===== src/verilog/index_load_pkg.sv =====
// Package with constants for the index switch load and column variable block.
// How it works
// RULE1: First-index load adds accumulator digit to first.
// RULE2: Second-index load adds accumulator digit to second.
// RULE3: Combined load adds digit to both indexes.
// RULE4: Program homes index to zero before loading.
// RULE5: Smaller machine: no band switch loading.
// RULE6: Column variable is ten values from pins.
// RULE7: Column variable feeds third-area operand.
// RULE8: Column variable invalid between tab stops.
// RULE9: With option, interlock holds start until column.
// RULE10: Without option, execution continues during travel.
// RULE11: Expanded machine band-load adds digit to band.
// RULE12: Index digits wrap modulo ten.
package index_load_pkg;
	localparam logic [3:0] DIGIT_MAX = 4'h9;
	localparam logic [3:0] DIGIT_ZERO = 4'h0;
	localparam logic [3:0] DIGIT_RADIX = 4'ha;
	localparam logic [1:0] BAND_ZERO = 2'h0;
	localparam logic [2:0] BAND_RADIX = 3'h4;
	// Second-area codes of the load instructions.
	localparam logic [3:0] OP_LOAD_FIRST = 4'h4;
	localparam logic [3:0] OP_LOAD_SECOND = 4'h5;
	localparam logic [3:0] OP_LOAD_BOTH = 4'h6;
	localparam logic [3:0] OP_LOAD_BAND = 4'h7;
	typedef enum logic [1:0] {
		RUN_FREE = 2'b01,
		WAIT_COLUMN = 2'b10
	} interlock_e;
endpackage


===== src/verilog/digit_adder.sv =====
// Modulo-ten digit adder used for every index switch.
`timescale 1ns/1ns
`default_nettype none
module digit_adder
	import index_load_pkg::*;
(
	input wire logic [3:0] current, // Present switch digit.
	input wire logic [3:0] addend, // Accumulator low digit.
	output logic [3:0] sum // Wrapped result.
);
	logic [4:0] raw;
	// Sum wraps back into 0..9 when it passes nine.
	always_comb begin
		raw = {1'b0, current} + {1'b0, addend};
		if (raw > {1'b0, DIGIT_MAX}) begin
			sum = 4'(raw - {1'b0, DIGIT_RADIX}); // RULE12
		end else begin
			sum = raw[3:0];
		end
	end
endmodule
`default_nettype wire


===== src/verilog/index_switch_load_and_column_var.sv =====
// Index switch accumulator load and carriage column variable control.
`timescale 1ns/1ns
`default_nettype none
module index_switch_load_and_column_var
	import index_load_pkg::*;
#(
	parameter bit EXPANDED_MEMORY = 1'b0,
	parameter bit COLUMN_OPTION = 1'b1
)(
	input wire logic clk_sys, // 125 MHz system clock.
	input wire logic reset_n, // Asynchronous reset, active low.
	input wire logic execStrobe, // One-cycle instruction execute pulse.
	input wire logic [3:0] opCode, // Second-area code of an H instruction.
	input wire logic [3:0] accDigit, // Accumulator least significant digit.
	input wire logic homeFirst, // Home first index to homeValue.
	input wire logic homeSecond, // Home second index to homeValue.
	input wire logic homeBand, // Home band switch to homeValue.
	input wire logic [3:0] homeValue, // Home target digit.
	input wire logic [3:0] columnPins, // Carriage pin digit at a tab stop.
	input wire logic atTabStop, // Carriage rests at a tab stop.
	input wire logic printOrKeyDone, // Pulse at end of print or keyboard step.
	input wire logic selectColumn, // Third area pinned to column variable.
	input wire logic [3:0] thirdAreaIn, // Third-area value from other sources.
	output logic [3:0] firstIndex, // First index switch.
	output logic [3:0] secondIndex, // Second index switch.
	output logic [1:0] bandSwitch, // Band selector.
	output logic [3:0] columnValue, // Column variable value.
	output logic columnValid, // Column variable has a value.
	output logic [3:0] thirdAreaOut, // Operand for the third area.
	output logic thirdAreaValid, // Operand is usable.
	output logic startHold // Program start held off.
);
	// Adder results, load decodes, interlock state and the column operand.
	logic [3:0] next_first;
	logic [3:0] next_second;
	logic [2:0] bandRaw;
	logic [1:0] next_band;
	logic loadFirst;
	logic loadSecond;
	logic loadBand;
	interlock_e state;
	logic [3:0] colDigit;
	logic [3:0] homeDigit;
	logic [3:0] colOperand;
	logic colPresent;

	// One wrapping adder per index switch, both fed the accumulator digit.
	digit_adder firstAdd (
		.current(firstIndex),
		.addend(accDigit),
		.sum(next_first)
	);

	digit_adder secondAdd (
		.current(secondIndex),
		.addend(accDigit),
		.sum(next_second)
	);

	// Decode of the load instructions; nothing loads without the execute pulse.
	always_comb begin
		loadFirst = 1'b0;
		loadSecond = 1'b0;
		loadBand = 1'b0;
		if (execStrobe) begin
			case (opCode)
				OP_LOAD_FIRST: begin
					loadFirst = 1'b1; // RULE1
				end
				OP_LOAD_SECOND: begin
					loadSecond = 1'b1; // RULE2
				end
				OP_LOAD_BOTH: begin
					loadFirst = 1'b1; // RULE3
					loadSecond = 1'b1; // RULE3
				end
				OP_LOAD_BAND: begin
					loadBand = EXPANDED_MEMORY; // RULE5 RULE11
				end
				default: begin
					loadBand = 1'b0;
				end
			endcase
		end
	end

	// Home targets above nine are no switch position, so the two index switches home to zero.
	always_comb begin
		if (homeValue > DIGIT_MAX) begin
			homeDigit = DIGIT_ZERO;
		end else begin
			homeDigit = homeValue;
		end
	end

	// Band sum wraps modulo the four bands.
	always_comb begin
		bandRaw = {1'b0, bandSwitch} + 3'(accDigit[1:0]);
		if (bandRaw >= BAND_RADIX) begin
			next_band = 2'(bandRaw - BAND_RADIX);
		end else begin
			next_band = bandRaw[1:0];
		end
	end

	// First index: home or accumulator add.
	always_ff @(posedge clk_sys or negedge reset_n) begin
		if (!reset_n) begin
			firstIndex <= DIGIT_ZERO;
		end else if (homeFirst) begin
			firstIndex <= homeDigit;
		end else if (loadFirst) begin
			firstIndex <= next_first; // RULE1 RULE12
		end
	end

	// Second index: home or accumulator add.
	always_ff @(posedge clk_sys or negedge reset_n) begin
		if (!reset_n) begin
			secondIndex <= DIGIT_ZERO;
		end else if (homeSecond) begin
			secondIndex <= homeDigit;
		end else if (loadSecond) begin
			secondIndex <= next_second; // RULE2 RULE12
		end
	end

	// Band switch, only present on the expanded machine.
	always_ff @(posedge clk_sys or negedge reset_n) begin
		if (!reset_n) begin
			bandSwitch <= BAND_ZERO;
		end else if (EXPANDED_MEMORY && homeBand) begin
			bandSwitch <= homeValue[1:0];
		end else if (loadBand) begin
			bandSwitch <= next_band; // RULE11
		end
	end

	// Pins out of range are clamped into the ten legal values.
	always_comb begin
		if (columnPins > DIGIT_MAX) begin
			colDigit = DIGIT_MAX; // RULE6
		end else begin
			colDigit = columnPins; // RULE6
		end
	end

	// The variable exists only at a stop; between stops it reads zero and invalid.
	always_comb begin
		colOperand = DIGIT_ZERO;
		colPresent = 1'b0;
		if (atTabStop) begin
			colOperand = colDigit; // RULE6
			colPresent = COLUMN_OPTION; // RULE8
		end
	end

	// Column variable follows the pins only at a tab stop.
	always_ff @(posedge clk_sys or negedge reset_n) begin
		if (!reset_n) begin
			columnValue <= DIGIT_ZERO;
			columnValid <= 1'b0;
		end else begin
			columnValue <= colOperand; // RULE6
			columnValid <= colPresent; // RULE8
		end
	end

	// Third-area operand mux, registered.
	always_ff @(posedge clk_sys or negedge reset_n) begin
		if (!reset_n) begin
			thirdAreaOut <= DIGIT_ZERO;
			thirdAreaValid <= 1'b0;
		end else if (selectColumn) begin
			thirdAreaOut <= colOperand; // RULE7
			thirdAreaValid <= colPresent; // RULE7 RULE8
		end else begin
			thirdAreaOut <= thirdAreaIn;
			thirdAreaValid <= 1'b1;
		end
	end

	// Interlock: after a print or keyboard step, wait for the carriage to land.
	// The column variable has no value while the carriage travels, so a start
	// taken then would run with no operand. Leaving the wait needs a stop seen
	// in a cycle with no fresh done pulse, so back-to-back steps keep waiting.
	always_ff @(posedge clk_sys or negedge reset_n) begin
		if (!reset_n) begin
			state <= RUN_FREE;
		end else begin
			case (state)
				RUN_FREE: begin
					if (COLUMN_OPTION && printOrKeyDone) begin
						state <= WAIT_COLUMN; // RULE9
					end
				end
				WAIT_COLUMN: begin
					if (atTabStop && !printOrKeyDone) begin
						state <= RUN_FREE; // RULE9
					end
				end
				default: begin
					state <= RUN_FREE;
				end
			endcase
		end
	end

	// Hold flag; without the option it never rises and the program runs on.
	// The done pulse sets the hold at once, ahead of any clear, so a start
	// request in the cycle after the pulse is already refused. The hold then
	// stays up while the interlock waits and the carriage is off its stops.
	always_ff @(posedge clk_sys or negedge reset_n) begin
		if (!reset_n) begin
			startHold <= 1'b0;
		end else if (!COLUMN_OPTION) begin
			startHold <= 1'b0; // RULE10
		end else if (printOrKeyDone) begin
			startHold <= 1'b1; // RULE9
		end else begin
			startHold <= (state == WAIT_COLUMN) && !atTabStop;
		end
	end
endmodule
`default_nettype wire


===== config.mk =====
export PLATFORM = sky130hd
export DESIGN_NAME = index_switch_load_and_column_var
export DESIGN_NICKNAME = d
export VERILOG_FILES = /design/src/verilog/index_load_pkg.sv /design/src/verilog/digit_adder.sv /design/src/verilog/index_switch_load_and_column_var.sv
export SDC_FILE = /design/constraint.sdc
export NUM_CORES = 1
export LEC_CHECK = 0
export BUFFER_PORTS_ARGS = -buffer_cell sky130_fd_sc_hd__buf_4
export CELL_PAD_IN_SITES_DETAIL_PLACEMENT = 0
export CELL_PAD_IN_SITES_GLOBAL_PLACEMENT = 1
export CORE_ASPECT_RATIO = 0.75
export CORE_MARGIN = 2
export CORE_UTILIZATION = 33
export CTS_CLUSTER_DIAMETER = 100
export CTS_CLUSTER_SIZE = 10
export DETAILED_ROUTE_END_ITERATION = 10
export PLACE_DENSITY = 0.77
export SKIP_CTS_REPAIR_TIMING = 1
export SLEW_MARGIN = 10
export SYNTH_ARGS = -nofsm -noshare
export SYNTH_HDL_FRONTEND = slang
export SYNTH_SLANG_ARGS = --single-unit

===== constraint.sdc =====
create_clock -name clk_sys -period 2.6 [get_ports clk_sys]
set_input_delay 0.65 -clock clk_sys [delete_from_list [all_inputs] [get_ports clk_sys]]
set_output_delay 0.65 -clock clk_sys [all_outputs]
set_load 0.02 [all_outputs]

======== Yosys cells after proc, flatten, opt, wreduce, memory -nomap -nowiden ========
Cells that the tools add are included.
word-level totals
  flip-flop bits (word level) ............. 21
  output and inout bits ................... 21
  logic and storage cells ................. 52
cells by class
  $add $sub $neg .......................... 4
  order comparisons ....................... 4
  equal/unequal tests ..................... 7
  mux-type cells .......................... 20
  reductions and logical operators ........ 9
operator list
  operator             count
  $mux 4               10
  $eq 4x3->1 const B   3
  $add 4x4->5          2
  $gt 5x4->1 const B   2
  $gt 4x4->1 const B   2
  $sub 4x4->4 const B  2
  $mux 1               7
  $mux 2               2
  $ne 2x2->1 const B   2
  $pmux 2 s2           1
  $reduce_bool 2->1    2
  $reduce_or 2->1      2
  $eq 2x1->1 const B   1
  $eq 2x2->1 const B   1
  $logic_and 1x1->1    2
  $logic_not 1->1      2
  $reduce_and 2->1     1

======== Logic depth before layout (Yosys ltp) ========
  word-level depth ........................ 6
  gate-level depth with buffers ........... 10

======== Cells and area by module ========
From an unflattened synthesis, not the netlist that was laid out.
unflattened totals
  cells, all modules ...................... 139
  area, all modules ....................... 1431.4 sq um
by module, submodules not included
  module                            times used  cells an instance  area each (sq um)  seq. area each (sq um)
  index_switch_load_and_column_var  1           75                 910.9              526.8
  digit_adder                       2           32                 260.2              0.0

======== Worst setup path after synthesis ========
No wires, ideal clock.
  path type ............................... input to register
  start point ............................. in accDigit[0]
  end point ............................... reg firstIndex[2]
  library setup time ...................... 0.126 ns
  data arrival time ....................... 2.680 ns
  setup slack ............................. -0.206 ns
  cell stages on the path ................. 10
  buffers on the path ..................... 0
  path through ............................ ha_1 inv_1 fa_1 xor2_2 ha_1 nor2b_1 a31o_1 o311ai_4 mux2i_1 a221o_1
on the way
  cells in the longest elaborated chain, start to end .. 5
RTL lines
  what                                              RTL line                                 RTL
  start, declared                                   index_switch_load_and_column_var.sv:14   input wire logic [3:0] accDigit,
  $add 4x4->5 (*)                                   digit_adder.sv:14                        raw = {1'b0, current} + {1'b0, addend};
  $sub 4x4->4 / $gt 5x4->1 (equally long branches)  digit_adder.sv:16, digit_adder.sv:15
  $mux 4 (*)                                        digit_adder.sv:15                        if (raw > {1'b0, DIGIT_MAX}) begin
  $mux 4 (*)                                        index_switch_load_and_column_var.sv:112  end else if (loadFirst) begin
  $mux 4 (*)                                        index_switch_load_and_column_var.sv:110  end else if (homeFirst) begin
  end signal, assigned                              index_switch_load_and_column_var.sv:111  firstIndex <= homeDigit;
  end signal, assigned                              index_switch_load_and_column_var.sv:113  firstIndex <= next_first;
  end, declared                                     index_switch_load_and_column_var.sv:24   output logic [3:0] firstIndex,
Mark *: on every way between the ends. The rest lies on a longest branch, timed or not. The select of a mux whose other input is x is not followed.
A chain may end at the register's enable or synchronous reset.

======== Worst setup path in the final report ========
  start point ............................. in accDigit[0]
  end point ............................... reg firstIndex[1]
Same word-level chain as after synthesis.

==> flow_summary.ini <==
[drt]
detailedRoute.firstPassIterationCount = 4
detail_route.wirelength_um = 3587
wire_per_inst_um = 14.07
post-route-drc-count = 0
initialDrtViolationCount = 18
detail-route-antenna-nets = 0
drt-vias-per-instance = 4.933
routed_vias = 1258

[clock_network]
cts-root-buf = sky130_fd_sc_hd__clkbuf_8
cts_num_sinks = 21
cts_max_path_buffers = 2
worst_skew_pair.late_latency_ns = 0.25
clkSlewWorstSetupHoldPaths_ns = 0.07
tritoncts = built
cts_htree_levels = 1
cts_inserted_buffers = 3

[global_route]
largest_net_degree_at_the_start_of_global_routing = 22
met3_track_usage_gr = 0.02530
global_route.usage.met2 = 0.2583
grt.busiest_layer = met2
grt_pass1_wl_um = 5664
track_usage = 0.1524
via_count_of_the_first_global_routing_pass = 1222
grt_overflow_total = 0
met1_resource_use_gr = 0.2072
grt_antenna_before_repair = 0

[cells_and_area]
areaGrowthSynthToFinish_pct = 41.84
diodes = 0
layout_cells_sized_above_1 = 0.4200
design.final.nets = 242
final_area_mm2 = 0.002023

[sta]
fin_hold_ws_ns = 0.2660
final.min_clock_period_ns = 2.529
final.period_utilization = 0.9726
setup_viol_count_final = 0
hold_viol_final = 0
fmaxAchievable_ghz = 0.3954
final_max_slew_viol_count = 0
post_layout_worst_setup_margin_ns = 0.07121
clock-skew-final_ns = 0.0008693
total_neg_setup_slack_ns = 0

[logic_synthesis]
synth_cells = 140
synth-seq-cells = 21
post_synth.cell_area_avg_um2 = 10.19
async_flop_share = 1.000
dominantRegCellSynth = sky130_fd_sc_hd__dfrtp_1
synth_warnings = 0
netlist-cell-type-count = 41
fraction_of_the_yosys_area_taken_by_sequential_cells = 0.3693
synth-edff-count = 0
synthesis.area_mm2 = 0.001426

[power]
p_per_area_mw_per_mm2 = 534.4
vdd_ir_drop_max_v = 0.0003507
post-layout-total-power_mw = 1.081
p_leak_nw = 0.9677

[floorplan]
start_util = 0.3476
die_h_um = 60.94
fp.dieArea_mm2 = 0.004870
num_io_pins = 50
core.rowCount = 20
coreArea_mm2 = 0.004104
fp.dieW_um = 79.92

[placement]
dp_slack_ns = -0.3103
port_buffers = 46
dp_hpwl_um = 2972
place.gp.congestion = 0.8323
place_area_mm2 = 0.001932

[run_status]
outcome = complete, no violations

[worst_setup_path]
crit_arrival_ns = 2.66
worst_setup_path_start_kind = input port
crit_fanout = 2
crit_type = in2reg
critPathCaptureType = flop
critPathRequiredTime_ns = 2.73

[run]
maxCapViolCount = 0

[min_path]
min-delay-path-class = in2async
==> registers in the layout (all words and copies together), names as in the netlist <==
register,flops
columnValid,1
columnValue,4
thirdAreaOut,4
thirdAreaValid,1
state,2
secondIndex,4
firstIndex,4
startHold,1
==> cell type report <==
cell class	count	area (um2)
sequential	21	526.8
clock inverter	1	5.005
timing repair buffer	61	465.4
clock buffer	3	41.29
inverter	14	52.55
fill	409	2081
tap	55	68.82
multi-input combinational	100	863.3
==> final timing paths <==
kind	from	endpoint	slack, ns	cells after the start
hold / removal	reset_n	firstIndex[2]	0.27	1
min in group clk_sys	atTabStop	columnValid	0.55	1
setup reg to reg	secondIndex[0]	secondIndex[1]	0.11	11
hold reg to reg	state[1]	startHold	0.57	2
max in group asynchronous	reset_n	state[0]	2.06	1
setup / recovery	accDigit[0]	firstIndex[1]	0.07	12
==> synthesized netlist by cell type (all sizes together) (3+ instances only) <==
library cell,count,area [um2]
dfrtp,20,500.5
inv,14,52.55
ha,10,125.1
nor2,8,30.03
mux2i,6,60.06
o21ai,6,30.03
a21oi,5,25.02
nor2b,5,31.28
and3,4,31.28
clkbuf,4,15.01
mux2,4,45.04
nand3,4,20.02
nand3b,4,30.03
o21a,4,30.03
o311ai,4,70.07
nand2b,3,18.77
or2,3,18.77
xor2,3,33.79
==> power by group <==
group          internal, mW  leakage, nW  total [mW]  switching, mW
combinational         0.254        0.680       0.480          0.225
clock                 0.107       0.0255       0.206         0.0997
sequential            0.370        0.262       0.395         0.0251
==> kinds of logic (layout without fill, tap and decap cells) <==
group | count (synthesis) | in the layout | share of synthesized area
and+or+nand+nor | 41 | 41 | 0.1711
AOI/OAI and AO/OA | 32 | 32 | 0.1860
DFF | 21 | 21 | 0.3693
buffers and inverters | 20 | 79 | 0.05789
adders and majority gates | 12 | 12 | 0.1158
muxes | 10 | 10 | 0.07368
xor gates and xnor gates | 3 | 3 | 0.02369
other | 1 | 2 | 0.002629
==> layer usage <==
| layer | up-vias | share of wire | wire length [um] |
|---|---|---|---|
| met4 | 0 | 0.0064 | 23 |
| met5 | - | 0 | 0 |
| met1 | 603 | 0.48 | 1709 |
| met2 | 34 | 0.47 | 1684 |
| met3 | 4 | 0.047 | 170 |
| li1 | 617 | - | - |
==> through the flow <==
step                        util  instances
after floorplan                -        141
after global placement    0.4707        246
after detailed placement  0.4707        246
after CTS                 0.4820        250
after global routing      0.4930        255
final                     0.4930        255
==> placed cells by master, fill, tap and decap left out, drive strengths merged, types with 3 or more instances in the layout <==
cell,instances
and3,4
dfrtp,20
nand3b,4
o311ai,4
nand3,4
clkbuf,3
buf,61
nor2,8
ha,10
a21oi,5
nor2b,5
o21ai,6
nand2b,3
inv,14
mux2,4
or2,3
mux2i,6
o21a,4
xor2,3
==> critical path: stages <==
cell,delay (ns)
sky130_fd_sc_hd__buf_8,0.09
sky130_fd_sc_hd__ha_4,0.12
sky130_fd_sc_hd__inv_2,0.03
sky130_fd_sc_hd__fa_2,0.36
sky130_fd_sc_hd__xor2_2,0.16
sky130_fd_sc_hd__ha_2,0.18
sky130_fd_sc_hd__nor2b_1,0.12
sky130_fd_sc_hd__a31o_1,0.21
sky130_fd_sc_hd__o311ai_4,0.25
sky130_fd_sc_hd__buf_4,0.16
sky130_fd_sc_hd__mux2i_1,0.20
sky130_fd_sc_hd__o311ai_1,0.12
Note: power is estimated with default switching activity, not from simulation.
